[config.mk]
export PLATFORM = sky130hd
export DESIGN_NAME = ubr_irq_frame_ready
export DESIGN_NICKNAME = d
export VERILOG_FILES = /design/src/design/ubr_pkg.sv /design/src/design/ubr_irq_frame_ready.sv
export SDC_FILE = /design/constraint.sdc
export NUM_CORES = 1
export LEC_CHECK = 0
export BUFFER_PORTS_ARGS = -buffer_cell sky130_fd_sc_hd__buf_4
export CORE_MARGIN = 2
export CORE_UTILIZATION = 23
export DETAILED_ROUTE_END_ITERATION = 10
export GPL_ROUTABILITY_DRIVEN = 0
export PLACE_DENSITY = 0.39
export SLEW_MARGIN = 30
export SYNTH_ARGS = -nofsm -noshare
export SYNTH_HDL_FRONTEND = slang
export SYNTH_SLANG_ARGS = --single-unit
[constraint.sdc]
create_clock -name pclk -period 8.9 [get_ports pclk]
set_input_delay 0.89 -clock pclk [delete_from_list [all_inputs] [get_ports pclk]]
set_output_delay 0.89 -clock pclk [all_outputs]
set_load 0.05 [all_outputs]
[src/design/ubr_pkg.sv]
// constants and types for the interrupt, frame and buffer-ready block
// Functional notes
// - one interrupt output, asserted by a low to high transition
// - interrupt output held low from reset until first assertion
// - interrupt when any status flag and its enable are set, master on
// - setting an enable over an already set flag asserts the interrupt
// - read-clear of an enabled flag drops interrupt unless another holds; code still drops it one cycle, then raises it
// - clearing an enable over a set flag drops interrupt unless another; code still drops it one cycle, then raises it
// - simultaneous drop and raise: go low first, then high again
// - enable bit 0 is the master enable gating every flag
// - enables 1-22 and 24-31 gate same status bit; 23 reserved; reset 0
// - status 31 set when endpoint 0 single buffer is processed
// - dma bits 5-6 and error bits 2-4 depend on build options
// - frame count in bits 18-28, microframe in 29-31, read-only, reset 0
// - frame from each start-of-frame token, microframe from extra tokens
// - a token to a buffer whose ready bit is clear gets a nak
// - ready buffer direction follows the endpoint direction bit
// - endpoint 0 has one buffer and one ready bit for both directions
// - ready bits 16-22 are buffer 1 of endpoints 7..1; 0-15 reserved
// - every status flag is cleared by a read of the status register
// - ready bits 24-31 are buffer 0 of endpoints 7..0; 31 is endpoint 0
package ubr_pkg;

    // ------------------------------------------------------------
    // register map
    // ------------------------------------------------------------
    localparam logic [11:0] UBR_OFS_STATUS = 12'h108;
    localparam logic [11:0] UBR_OFS_FRAME  = 12'h10c;
    localparam logic [11:0] UBR_OFS_ENABLE = 12'h110;
    localparam logic [11:0] UBR_OFS_READY  = 12'h114;

    // ------------------------------------------------------------
    // field layout and reset values
    // ------------------------------------------------------------
    localparam int UBR_MASTER_BIT = 0;
    localparam int UBR_RESV_BIT   = 23;
    localparam int UBR_FRAME_LSB  = 18;
    localparam int UBR_UFRAME_LSB = 29;
    localparam int UBR_EP0_BIT    = 31;
    localparam int UBR_BUF0_TOP   = 31;
    localparam int UBR_BUF1_TOP   = 23;
    localparam logic [31:0] UBR_STATUS_MASK = 32'hff7f_fffe;
    localparam logic [31:0] UBR_ENABLE_MASK = 32'hff7f_ffff;
    localparam logic [31:0] UBR_READY_MASK  = 32'hff7f_0000;
    localparam logic [31:0] UBR_DMA_MASK    = 32'h0000_0060;
    localparam logic [31:0] UBR_ERR_MASK    = 32'h0000_001c;
    localparam logic [31:0] UBR_RST_WORD    = 32'h0000_0000;
    localparam logic [10:0] UBR_FRAME_RST   = 11'h000;
    localparam logic [2:0]  UBR_UFRAME_RST  = 3'h0;

    // events and token request from the serial engine
    typedef struct packed {
        logic [31:0] flag_set;   // one-cycle status events
        logic [31:0] buf_done;   // one-cycle buffer processed pulses
        logic        sof_valid;  // start-of-frame token seen
        logic [10:0] sof_frame;  // frame number in that token
    } ubr_evt_s;

    typedef struct packed {
        logic       valid;
        logic [2:0] ep;
        logic       buf_sel;     // 0 = buffer 0, 1 = buffer 1
        logic       is_in;       // 1 = IN token, 0 = OUT token
    } ubr_tok_s;

    typedef struct packed {
        logic valid;
        logic nak;
        logic is_in;
    } ubr_resp_s;

endpackage : ubr_pkg

[src/design/ubr_irq_frame_ready.sv]
// interrupt status/enable, frame number and buffer-ready registers on apb
`timescale 1ns/1ps
module ubr_irq_frame_ready #(
    parameter bit DMA_BUILT_IN         = 1'b1,
    parameter bit ERROR_LOGIC_BUILT_IN = 1'b1
) (
    // clock and reset
    input  wire logic              pclk,
    input  wire logic              presetn,
    // apb slave
    input  wire logic              psel,
    input  wire logic              penable,
    input  wire logic              pwrite,
    input  wire logic [11:0]       paddr,
    input  wire logic [31:0]       pwdata,
    output logic                   pready,
    output logic [31:0]            prdata,
    output logic                   pslverr,
    // serial engine side
    input  ubr_pkg::ubr_evt_s      evt,
    input  ubr_pkg::ubr_tok_s      tok,
    input  wire logic [7:0]        endpoint_direction,
    output ubr_pkg::ubr_resp_s     resp,
    output logic [31:0]            buffer_ready,
    // interrupt
    output logic                   usb_irq
);
    import ubr_pkg::*;

    // ------------------------------------------------------------
    // state
    // ------------------------------------------------------------
    logic [31:0] status_q, status_d;
    logic [31:0] enable_q, enable_d;
    logic [31:0] ready_q,  ready_d;
    logic [10:0] frame_q,  frame_d;
    logic [2:0]  uframe_q, uframe_d;
    logic        irq_q,    irq_d;
    logic [31:0] rdata_q,  rdata_d;
    logic        err_q,    err_d;
    ubr_resp_s   resp_q,   resp_d;

    logic        setup_ph;
    logic        access_ph;
    logic        wr_en;
    logic        rd_status;
    logic [31:0] build_mask;
    logic [31:0] status_vis;
    logic [31:0] set_vec;
    logic        hit;
    logic        pend_now;
    logic        pend_next;
    logic        drop_evt;
    logic [4:0]  tok_bit;

    // ------------------------------------------------------------
    // bus decode
    // ------------------------------------------------------------
    // bits of options not built in read as zero and never set
    // build options
    assign build_mask = UBR_STATUS_MASK
                      & ~(DMA_BUILT_IN ? 32'h0000_0000 : UBR_DMA_MASK)
                      & ~(ERROR_LOGIC_BUILT_IN ? 32'h0000_0000
                                               : UBR_ERR_MASK);
    assign setup_ph   = psel & ~penable;
    assign access_ph  = psel & penable;
    assign pready     = access_ph;             // zero wait states
    assign prdata     = rdata_q;
    assign pslverr    = access_ph & err_q;
    assign wr_en      = access_ph & pwrite & ~err_q;
    assign rd_status  = access_ph & ~pwrite & ~err_q
                      & (paddr == UBR_OFS_STATUS);
    assign hit        = (paddr == UBR_OFS_STATUS) | (paddr == UBR_OFS_FRAME)
                      | (paddr == UBR_OFS_ENABLE) | (paddr == UBR_OFS_READY);
    assign status_vis = status_q & build_mask;
    // flags set this cycle, including buffer processed pulses
    // done pulses of every ready bit, endpoint 0 at bit 31
    assign set_vec    = (evt.flag_set | (evt.buf_done & UBR_READY_MASK))
                      & build_mask;

    // read data is captured in the setup cycle and shown in access
    always_comb begin
        rdata_d = rdata_q;
        err_d   = err_q;
        if (setup_ph) begin
            err_d   = ~hit;
            rdata_d = UBR_RST_WORD;
            if (!pwrite) begin
                unique case (paddr)
                    // captured flags are those cleared later
                    UBR_OFS_STATUS: rdata_d = status_vis | set_vec;
                    UBR_OFS_FRAME: begin
                        rdata_d[UBR_FRAME_LSB +: 11] = frame_q;
                        rdata_d[UBR_UFRAME_LSB +: 3] = uframe_q;
                    end
                    UBR_OFS_ENABLE: rdata_d = enable_q & UBR_ENABLE_MASK
                                            & (build_mask | 32'h0000_0001);
                    UBR_OFS_READY:  rdata_d = ready_q & UBR_READY_MASK;
                    default:        rdata_d = UBR_RST_WORD;
                endcase
            end
        end
    end

    // ------------------------------------------------------------
    // status and enable registers
    // ------------------------------------------------------------
    always_comb begin
        status_d = status_q;
        // read clears only the flags that were reported
        if (rd_status) begin
            status_d = status_d & ~rdata_q;
        end
        // new events win over the read-clear
        status_d = (status_d | set_vec) & build_mask;
        enable_d = enable_q;
        // enables per bit, bit 23 held at zero
        if (wr_en && (paddr == UBR_OFS_ENABLE)) begin
            enable_d = pwdata & UBR_ENABLE_MASK;
        end
    end

    // ------------------------------------------------------------
    // interrupt output
    // ------------------------------------------------------------
    // master gate
    assign pend_now  = enable_q[UBR_MASTER_BIT]
                     & |(status_q & enable_q & build_mask
                         & ~32'h0000_0001);
    assign pend_next = enable_d[UBR_MASTER_BIT]
                     & |(status_d & enable_d & build_mask
                         & ~32'h0000_0001);
    // an enabled set flag loses its flag or its enable this cycle
    // flag cleared by read or enable cleared by write
    assign drop_evt  = enable_q[UBR_MASTER_BIT]
                     & |(status_q & enable_q & build_mask
                         & ~32'h0000_0001 & ~(status_d & enable_d));

    always_comb begin
        // enable rising over a set flag raises pend_next
        irq_d = pend_next;
        // drop first for one cycle, then raise again if still true
        if (drop_evt && pend_now) begin
            irq_d = 1'b0;
        end
    end

    // single level output, rises on assertion
    assign usb_irq = irq_q;

    // ------------------------------------------------------------
    // frame and microframe counters
    // ------------------------------------------------------------
    always_comb begin
        frame_d  = frame_q;
        uframe_d = uframe_q;
        // new frame number restarts microframes, repeats count up
        if (evt.sof_valid) begin
            frame_d = evt.sof_frame;
            if (evt.sof_frame == frame_q) begin
                uframe_d = uframe_q + 3'h1;
            end else begin
                uframe_d = UBR_UFRAME_RST;
            end
        end
    end

    // ------------------------------------------------------------
    // buffer ready register and token answer
    // ------------------------------------------------------------
    always_comb begin
        // finished buffers lose their ready bit
        ready_d = ready_q & ~evt.buf_done;
        // buffer 0 bits 24-31, a software write wins over done
        if (wr_en && (paddr == UBR_OFS_READY)) begin
            ready_d = pwdata;
        end
        ready_d = ready_d & UBR_READY_MASK;
    end

    // buffer 0 of endpoint n sits at 31-n, buffer 1 at 23-n
    // endpoint 0 always uses its single buffer
    assign tok_bit = (tok.buf_sel && (tok.ep != 3'h0))
                   ? 5'(UBR_BUF1_TOP - int'(tok.ep))
                   : 5'(UBR_BUF0_TOP - int'(tok.ep));

    always_comb begin
        resp_d.valid = tok.valid;
        resp_d.is_in = tok.is_in;
        resp_d.nak   = ~ready_q[tok_bit];
        // a non-control endpoint only serves its configured direction
        if ((tok.ep != 3'h0) && (tok.is_in != endpoint_direction[tok.ep]))
        begin
            resp_d.nak = 1'b1;
        end
    end

    assign resp         = resp_q;
    assign buffer_ready = ready_q;

    // ------------------------------------------------------------
    // registers
    // ------------------------------------------------------------
    // everything, the interrupt included, starts low
    always_ff @(posedge pclk or negedge presetn) begin
        if (!presetn) begin
            status_q <= UBR_RST_WORD;
            enable_q <= UBR_RST_WORD;
            ready_q  <= UBR_RST_WORD;
            frame_q  <= UBR_FRAME_RST;
            uframe_q <= UBR_UFRAME_RST;
            irq_q    <= 1'b0;
            rdata_q  <= UBR_RST_WORD;
            err_q    <= 1'b0;
            resp_q   <= '0;
        end else begin
            status_q <= status_d;
            enable_q <= enable_d;
            ready_q  <= ready_d;
            frame_q  <= frame_d;
            uframe_q <= uframe_d;
            irq_q    <= irq_d;
            rdata_q  <= rdata_d;
            err_q    <= err_d;
            resp_q   <= resp_d;
        end
    end

endmodule : ubr_irq_frame_ready

* Yosys cells after proc, flatten, opt, wreduce, memory -nomap -nowiden
Index checks and enable logic that the tools add are counted.
Operators by class: multiplexer cells 14, reduce and logical (&&, ||, !) cells 9, $add $sub $neg 3, equal/unequal tests 6, magnitude comparators 2, bitwise gates (word level) 30
Operator list (number):
- AND 32 bit | 5
- two-way mux 32 bit | 4
- NOT 32 bit | 3
- bitwise OR 32 bit | 3
- OR reduction 30 bit | 2
- case mux 14 bit (4 select lines) | 1
- case mux 18 bit (3 select lines) | 1
- == test 12 x 9 -> 1 bit (second input constant) | 4
- OR reduction 32 bit | 1
- AND 1 bit | 11
- == test 11 bit | 1
- subtractor 5 x 3 -> 5 bit (first input constant) | 2
- < comparator 5 x 6 -> 1 bit (second input constant) | 1
- binary-select mux 1 bit (select 5 bit) | 1
- logical AND 1 bit | 5
- two-way mux 5 bit | 1
- NOT 1 bit | 5
- < comparator 3 x 4 -> 1 bit (second input constant) | 1
- two-way mux 1 bit | 4
- adder 3 x 1 -> 3 bit (second input constant) | 1
- binary-select mux 1 bit (select 3 bit) | 1
- two-way mux 3 bit | 1
- bitwise OR 1 bit | 3
- nonzero test 3 bit | 1
- != test 1 bit | 1
Storage, ports and cells: register bits 128, input port bits 139, output and inout bits 70

* Logic depth before layout (Yosys ltp)
Gate-level depths: netlist of the first run.
word-level depth 13, mapped depth 10, mapped depth without buffers 7

* Worst setup path before layout of the first run
Ideal clock, no wire load.
path type input to register, start input paddr[1], end register irq_q (netlist: usb_irq), setup slack 5.541 ns, buffers on the path 1, library setup time 0.120 ns, data arrival time 3.239 ns, stages on the path 8, path through nor4b_2 nand3_1 nor2_1 buf_1 mux2_2 a22o_1 or4_1 o211a_1
Between the ends: elaborated cells on any way between the ends 16, those cells by class eq/ne (2); mux (3); bitwise (7); reduce/logical (4)
RTL lines:
- start, declared | RTL line ubr_irq_frame_ready.sv:14 | input wire logic [11:0] paddr,
- == test 12 x 9 -> 1 bit (*) | RTL line ubr_irq_frame_ready.sv:118 | if (wr_en && (paddr == UBR_OFS_ENABLE)) begin
- logical AND 1 bit (*) | RTL line ubr_irq_frame_ready.sv:118
- two-way mux 32 bit (*) | RTL line ubr_irq_frame_ready.sv:118
- named net enable_d[14] | RTL line ubr_irq_frame_ready.sv:34 | logic [31:0] enable_q, enable_d;
- AND 32 bit (*) | RTL line ubr_irq_frame_ready.sv:131, ubr_irq_frame_ready.sv:137
- NOT 32 bit | RTL line ubr_irq_frame_ready.sv:137 | & ~32'h0000_0001 & ~(status_d & enable_d));
- AND 32 bit | RTL line ubr_irq_frame_ready.sv:137
- OR reduction 32 bit | RTL line ubr_irq_frame_ready.sv:136 | & |(status_q & enable_q & build_mask
- AND 1 bit | RTL line ubr_irq_frame_ready.sv:136
- logical AND 1 bit | RTL line ubr_irq_frame_ready.sv:143 | if (drop_evt && pend_now) begin
- two-way mux 1 bit (*) | RTL line ubr_irq_frame_ready.sv:143
- named net irq_d | RTL line ubr_irq_frame_ready.sv:38 | logic irq_q, irq_d;
- end signal, assigned | RTL line ubr_irq_frame_ready.sv:222 | irq_q <= irq_d;
- end, declared | RTL line ubr_irq_frame_ready.sv:38
The timed path passes the listed nets; every way through them passes the cells marked *. A chain may end at the register's enable or synchronous reset.

* Worst setup path after layout of the first run
start input pwrite, end register irq_q (netlist: usb_irq)
Between the ends: elaborated cells on any way between the ends 19, those cells by class mux (3); bitwise (12); reduce/logical (4)
RTL lines:
- start, declared | RTL line ubr_irq_frame_ready.sv:13 | input wire logic pwrite,
- AND 1 bit (*) (2 in series) | RTL line ubr_irq_frame_ready.sv:70 | assign wr_en = access_ph & pwrite & ~err_q;
- logical AND 1 bit (*) | RTL line ubr_irq_frame_ready.sv:118
- two-way mux 32 bit (*) | RTL line ubr_irq_frame_ready.sv:118
- named net enable_d[16] | RTL line ubr_irq_frame_ready.sv:34
- AND 32 bit (*) | RTL line ubr_irq_frame_ready.sv:131, ubr_irq_frame_ready.sv:137
- NOT 32 bit | RTL line ubr_irq_frame_ready.sv:137
- AND 32 bit | RTL line ubr_irq_frame_ready.sv:137
- OR reduction 32 bit | RTL line ubr_irq_frame_ready.sv:136
- AND 1 bit | RTL line ubr_irq_frame_ready.sv:136
- logical AND 1 bit | RTL line ubr_irq_frame_ready.sv:143
- two-way mux 1 bit (*) | RTL line ubr_irq_frame_ready.sv:143
- named net irq_d | RTL line ubr_irq_frame_ready.sv:38
Marked as above.

==> flow_metrics.py, run 1 <==
metrics = {
    "worst_setup_path": {
        "timing.critical_path.cells": "buf_4, nand4b_1, or3_1, nor2_1, buf_4, mux2_2, a2111o_1, or4_1, o211a_1",
        "timing.critical_path.to": "usb_irq",
        "crit_type": "in2reg",
        "critPathBufInv": 2,
        "reg2reg_to": "usb_irq",
        "worstSetupEndpointType": "flop",
        "cp.arrival_ns": 4.25,
        "setup.reg_to_reg.worst_slack_ns": 5.06,
        "crit_path_start_kind": "primary input",
        "timing.critical_path.slowest_cell_delay_ns": 0.77,
        "reg2reg_from": "err_q",
        "slowest_library_cell_on_the_worst_path": "sky130_fd_sc_hd__or3_1",
        "ff2ff_path_depth": 8,
        "critPathRequiredTime_ns": 9.20,
        "critPathMaxFanout": 20,
        "worst_setup_path_startpoint": "pwrite",
        "cp_num_cells": 9,
        "critPathMostFrequentCell": "sky130_fd_sc_hd__buf_4",
        "worst_path_dominant_cell_family": "simple AND/OR/NAND/NOR gates",
    },
    "grt": {
        "pin_count_of_the_biggest_net_entering_global_routing": 73,
        "grt_pass1_vias": 6845,
        "global_route_wire_length_before_repair_mm": 44.8,
        "grt_overflow": 0,
        "gr-usage-all-layers_pct": 19.6,
        "antenna_found_initial": 2,
    },
    "min_path": {
        "type_of_the_most_critical_hold_path": "in2async",
    },
    "sta": {
        "fin_tns_setup_ns": 0,
        "layout_setup_ws_ns": 4.96,
        "rsz_0062_raised_after_global_routing": "false",
        "final_setup_violations": 0,
        "finalHoldViolations": 0,
        "max_clock_freq_mhz": 253,
        "worst_pin_slew_ns": 0.952,
        "slew_viol_final": 0,
        "worst_slew_margin_rel_pct": 36.6,
        "layout_min_cycle_time_ns": 3.94,
        "layout_worst_path_cycle_share_pct": 44.3,
        "fin_worst_skew_ns": 0.0115,
    },
    "clock_network": {
        "cts.root.buffer_cell": "sky130_fd_sc_hd__clkbuf_16",
        "total_number_of_h_tree_levels": 4,
        "cts_hold_buf": 0,
        "clock_path_buffers": 2,
        "cts-buffers-inserted": 17,
        "cts.sinks": 127,
        "tritoncts": "built",
        "cts_repair_resize_count": 0,
        "cts_post_setup_buffers_inserted": 0,
        "worst_skew_pair.late_latency_ns": 0.43,
        "reg_clk_slew_reported_paths_ns": 0.06,
    },
    "die": {
        "io_pins": 209,
        "fp.dieW_um": 178,
        "floorplan.core_area_mm2": 0.0296,
        "initial_standard_cell_utilization_of_the_core_pct": 23.4,
        "placement_rows": 63,
        "dieArea_mm2": 0.0316,
        "die_h_um": 178,
    },
    "synth": {
        "ys_seq_area_share_pct": 45.8,
        "synth_cell_types": 60,
        "synth_top_area_share_pct": 45.8,
        "postSynthRegisterBits": 127,
        "yosys_most_used_dff": "sky130_fd_sc_hd__dfrtp_1",
        "syn-cell-area_mm2": 0.00693,
        "synth.yosys.warnings": 0,
        "synth_edf_count": 0,
        "netlist.top_cell.by_area": "sky130_fd_sc_hd__dfrtp_1",
        "synth_commonest_cells": "sky130_fd_sc_hd__dfrtp_1 (127), sky130_fd_sc_hd__nand2_1 (119), sky130_fd_sc_hd__o21ai_0 (74)",
        "avgSynthCellArea_um2": 8.92,
        "synthCells": 777,
        "proportion_of_register_bits_with_asynchronous_set_or_reset_after_synthesis_pct": 100,
        "post_synth_main_area_contributors": "sky130_fd_sc_hd__dfrtp_1 (46%), sky130_fd_sc_hd__nand2_1 (6.4%), sky130_fd_sc_hd__o21ai_0 (5.3%)",
        "synth_most_common_cell": "sky130_fd_sc_hd__dfrtp_1",
    },
    "final_layout": {
        "multiInputGateArea_mm2": 0.00349,
        "drive_above_1_share_pct": 25.9,
        "syn2layout_area_growth_pct": 32.8,
        "total_area_of_sequential_cells_mm2": 0.00318,
        "antenna-diode-count": 0,
        "layout_net_count": 1080,
        "nFillCells": 3204,
        "postLayoutCoreUtil_pct": 31.1,
    },
    "route": {
        "post-route-drc-count": 0,
        "route.met3.wl_mm": 1.66,
        "num_vias": 6664,
        "route.detailed.wl_per_inst_um": 22.5,
        "routedLengthMet1_mm": 14.0,
        "top_signal_layer_used": "met5",
        "finalWirelength_mm": 30.2,
        "detailedRoute.firstIterationViolations": 394,
        "vias_per_cell": 4.96,
        "postRouteAntennaNets": 0,
        "met2_length_mm": 14.1,
        "drt_first_pass_iters": 5,
    },
    "power": {
        "p_total_uw": 1470,
        "seqPwrFrac_pct": 40.2,
        "leakage_uw": 0.00402,
        "clock_power_share_pct": 50.6,
        "sw_frac_of_total_pct": 25.4,
        "share_of_power_burned_in_combinational_logic_pct": 9.2,
        "power_density_mw_per_mm2": 160,
        "power_switching_uw": 373,
        "worst_ir_drop_vdd_mv": 0.117,
        "intPower_uw": 1100,
    },
    "placed_design": {
        "dp_hpwl_mm": 22.4,
        "port_buffers": 170,
        "place_ws_ns": 4.54,
    },
    "outcome": {
        "run_status": "completed",
    },
    "job": {
        "cap_viol_max_count": 0,
    },
}
-- through the flow --
step | std cells | instance area (µm²) | hold WS (ns)
detailed placement | 1311 | 8590 | 0.478
finish | 1343 | 9210 | 0.469
global placement | 1311 | 8590 | 0.470
CTS | 1343 | 9210 | 0.491
floorplan | 793 | 6990 | 0.457
global route | 1343 | 9210 | 0.519
-- power groups by stage --
stage / sequential, µW / combinational, µW / clock, µW
finish: 591 / 135 / 744
global route: 591 / 146 / 787
CTS: 591 / 137 / 761
detailed placement: 602 / 137 / 0
global placement: 601 / 138 / 0
floorplan: 602 / 56.4 / 0
-- worst min path at each step --
stage	start	endpoint	slack [ns]	cells past startpoint
after floorplan	uframe_q[2]	uframe_q[2]	0.46	1
after global placement	prdata[23]	prdata[23]	0.47	2
after detailed placement	prdata[0]	prdata[0]	0.48	2
after CTS	prdata[0]	prdata[0]	0.49	2
after global routing	presetn	resp[2]	0.52	1
final	presetn	resp[2]	0.47	1
-- routing by layer --
layer / up-vias / GRT usage, %
met5: - / 0
li1: 3123 / -
met4: 2 / 4.71
met2: 235 / 31.4
met1: 3278 / 27.3
met3: 26 / 3.56
-- flip-flops by register name, indices dropped and copies added, names as in the netlist --
name          cells
usb_irq           1
prdata           32
enable_q         31
buffer_ready     15
resp              3
frame_q          11
status_q         30
err_q             1
uframe_q          3
-- logic make-up after synthesis --
| logic type | synth area share (%) |
|---|---|
| other cells | 0.0541 |
| mux | 7.15 |
| compound gates | 18.4 |
| flops | 45.8 |
| simple gates | 21.6 |
| xor+xnor | 1.89 |
| fa+ha+maj | 0.180 |
| buf+inv | 4.91 |
-- area by class of cell --
| cell class | count | area share (%) |
|---|---|---|
| Clock buffer | 20 | 4.96 |
| Tap cell | 390 | 5.30 |
| Inverter | 19 | 0.775 |
| Clock inverter | 12 | 1.71 |
| Multi-Input combinational cell | 594 | 37.9 |
| Timing Repair Buffer | 181 | 14.8 |
| Sequential cell | 127 | 34.5 |
-- layout by cell type (no fill, tap or decap), types with 7 or more instances in the layout --
cell type                     n
sky130_fd_sc_hd__o22ai_1     35
sky130_fd_sc_hd__nor3_1      29
sky130_fd_sc_hd__nor2_1      56
sky130_fd_sc_hd__nand2_1    119
sky130_fd_sc_hd__nor2b_1      7
sky130_fd_sc_hd__dfrtp_1    127
sky130_fd_sc_hd__clkbuf_16   17
sky130_fd_sc_hd__buf_4      180
sky130_fd_sc_hd__a221oi_1     7
sky130_fd_sc_hd__xnor2_1     13
sky130_fd_sc_hd__a21oi_1     32
sky130_fd_sc_hd__mux2_2      20
sky130_fd_sc_hd__mux2i_1     18
sky130_fd_sc_hd__nand4_1     13
sky130_fd_sc_hd__nand2b_1    20
sky130_fd_sc_hd__a2bb2oi_1    7
sky130_fd_sc_hd__conb_1      17
sky130_fd_sc_hd__nand3_1     36
sky130_fd_sc_hd__inv_1       19
sky130_fd_sc_hd__o21ai_0     74
Power figures use the tool's default switching activity.
==> run 2: changes to the inputs <==
==> constraint.sdc (replaced) <==
create_clock -name pclk -period 3.95 [get_ports pclk]
set_input_delay 0.395 -clock pclk [delete_from_list [all_inputs] [get_ports pclk]]
set_output_delay 0.395 -clock pclk [all_outputs]
set_load 0.05 [all_outputs]
==> run 2 against run 1 <==
Effect of this change: clock power up 140%; design area up 0.99%; sequential share of layout area down 0.34 points; largest cell class unchanged.
==> flow_metrics.py, run 2 (synthesis gave the netlist of run 1 again) <==
metrics = {
    "outcome": {
        "run_status": "completed",
    },
    "worst_setup_path": {
        "worst_path_dominant_cell_family": "simple AND/OR/NAND/NOR gates",
        "reg2reg_to": "usb_irq",
        "crit_path_start_kind": "flop",
        "setup.reg_to_reg.worst_slack_ns": 0.76,
        "critPathBufInv": 1,
        "reg2reg_from": "err_q",
        "slowest_library_cell_on_the_worst_path": "sky130_fd_sc_hd__or4_1",
        "ff2ff_path_depth": 8,
        "crit_type": "reg2reg",
        "timing.critical_path.cells": "nand4b_1, or3_1, buf_4, o21ai_0, a221oi_1, a2111o_1, or4_1, o211a_1",
        "worstSetupEndpointType": "flop",
        "cp.arrival_ns": 3.50,
        "critPathMaxFanout": 19,
        "critPathRequiredTime_ns": 4.25,
        "timing.critical_path.slowest_cell_delay_ns": 0.59,
    },
    "final_layout": {
        "final_common_cell": "sky130_fd_sc_hd__buf_4",
        "most-common-layout-cells": "sky130_fd_sc_hd__buf_4 (187), sky130_fd_sc_hd__dfrtp_1 (127), sky130_fd_sc_hd__nand2_1 (119)",
        "syn2layout_area_growth_pct": 34.1,
        "antenna-diode-count": 0,
        "drive_above_1_share_pct": 26.6,
        "layout_net_count": 1088,
        "largest_reg_flops": 32,
    },
    "grt": {
        "gr-usage-all-layers_pct": 18.9,
        "global_route_wire_length_before_repair_mm": 43.4,
        "pin_count_of_the_biggest_net_entering_global_routing": 96,
        "antenna_found_initial": 1,
        "grt_pass1_vias": 6788,
        "grt_overflow": 0,
    },
    "power": {
        "leakage_uw": 0.00407,
        "power_density_mw_per_mm2": 364,
        "worst_ir_drop_vdd_mv": 0.282,
    },
    "sta": {
        "max_clock_freq_mhz": 313,
        "hold_slack_ns": 0.0559,
        "worst_slew_margin_rel_pct": 43.4,
        "fin_tns_setup_ns": 0,
        "fin_worst_skew_ns": 0.0134,
        "finalHoldViolations": 0,
        "rsz_0062_raised_after_global_routing": "false",
        "worst_pin_slew_ns": 0.848,
        "slew_viol_final": 0,
        "layout_min_cycle_time_ns": 3.19,
        "layout_worst_path_cycle_share_pct": 80.9,
        "final_setup_violations": 0,
    },
    "die": {
        "initial_standard_cell_utilization_of_the_core_pct": 23.4,
        "dieArea_mm2": 0.0316,
        "fp.dieW_um": 178,
        "floorplan.core_area_mm2": 0.0296,
        "placement_rows": 63,
        "die_h_um": 178,
        "io_pins": 209,
    },
    "clock_network": {
        "cts.sinks": 127,
        "tritoncts": "built",
        "clock_path_buffers": 2,
        "worst_skew_pair.late_latency_ns": 0.42,
        "cts_post_setup_buffers_inserted": 0,
        "cts_repair_resize_count": 0,
        "reg_clk_slew_reported_paths_ns": 0.06,
        "cts_hold_buf": 0,
        "total_number_of_h_tree_levels": 4,
        "cts.root.buffer_cell": "sky130_fd_sc_hd__clkbuf_16",
        "cts-buffers-inserted": 17,
    },
    "min_path": {
        "type_of_the_most_critical_hold_path": "in2async",
    },
    "route": {
        "num_vias": 6726,
        "drt_first_pass_iters": 5,
        "route.detailed.wl_per_inst_um": 22.0,
        "vias_per_cell": 4.98,
        "detailedRoute.firstIterationViolations": 489,
        "post-route-drc-count": 0,
        "postRouteAntennaNets": 0,
        "finalWirelength_mm": 29.8,
    },
    "placed_design": {
        "port_buffers": 170,
        "dp_hpwl_mm": 22.7,
    },
    "job": {
        "cap_viol_max_count": 0,
    },
}
==> run 2: cell type report <==
type,count,area (µm²)
Fill cell,3176,20300
Multi-Input combinational cell,594,3490
Sequential cell,127,3180
Timing Repair Buffer,189,1440
Tap cell,390,488
Clock buffer,17,425
Clock inverter,15,205
Inverter,19,71.3
==> run 2: worst max path at each step <==
stage	from	endpoint	slack (ns)	depth (start not counted)
floorplan	paddr[1]	usb_irq	1.09	8
CTS	err_q	usb_irq	0.77	8
global route	err_q	usb_irq	0.67	8
finish	err_q	usb_irq	0.76	8
detailed placement	paddr[2]	usb_irq	0.59	7
global placement	paddr[2]	usb_irq	0.61	7
==> run 2: worst register-to-register path, stage by stage, from the launching register on <==
cell                       delay [ns]
sky130_fd_sc_hd__dfrtp_1         0.44
sky130_fd_sc_hd__nand4b_1        0.28
sky130_fd_sc_hd__or3_1           0.39
sky130_fd_sc_hd__buf_4           0.25
sky130_fd_sc_hd__o21ai_0         0.28
sky130_fd_sc_hd__a221oi_1        0.18
sky130_fd_sc_hd__a2111o_1        0.44
sky130_fd_sc_hd__or4_1           0.59
sky130_fd_sc_hd__o211a_1         0.23
==> run 2: metrics by stage <==
stage / power (µW) / instance area, µm² / utilization, % / instances / worst slack (ns)
2_1_floorplan: 1480 / 6990 / - / 793 / 1.09
3_3_place_gp: 1670 / 8660 / 29.2 / 1319 / 0.608
3_5_place_dp: 1660 / 8660 / 29.2 / 1319 / 0.587
4_1_cts: 3420 / 9300 / 31.4 / 1351 / 0.774
5_1_grt: 3490 / 9300 / 31.4 / 1351 / 0.669
6_report: 3380 / 9300 / 31.4 / 1351 / 0.756
==> run 2: metal layers <==
metal  vias up  wire length [µm]  GRT usage, %
met5         -                 0             0
met4         0               419          4.78
met3        23              1800          3.79
met2       249             13900          30.6
met1      3310             13700          25.8
li1       3144                 -             -
==> run 2: power breakdown <==
group	internal (µW)	leakage, µW	total (µW)	switching, µW
Clock	1070	0.000307	1750	678
Combinational	125	0.00219	304	179
Sequential	1320	0.00158	1330	15.7
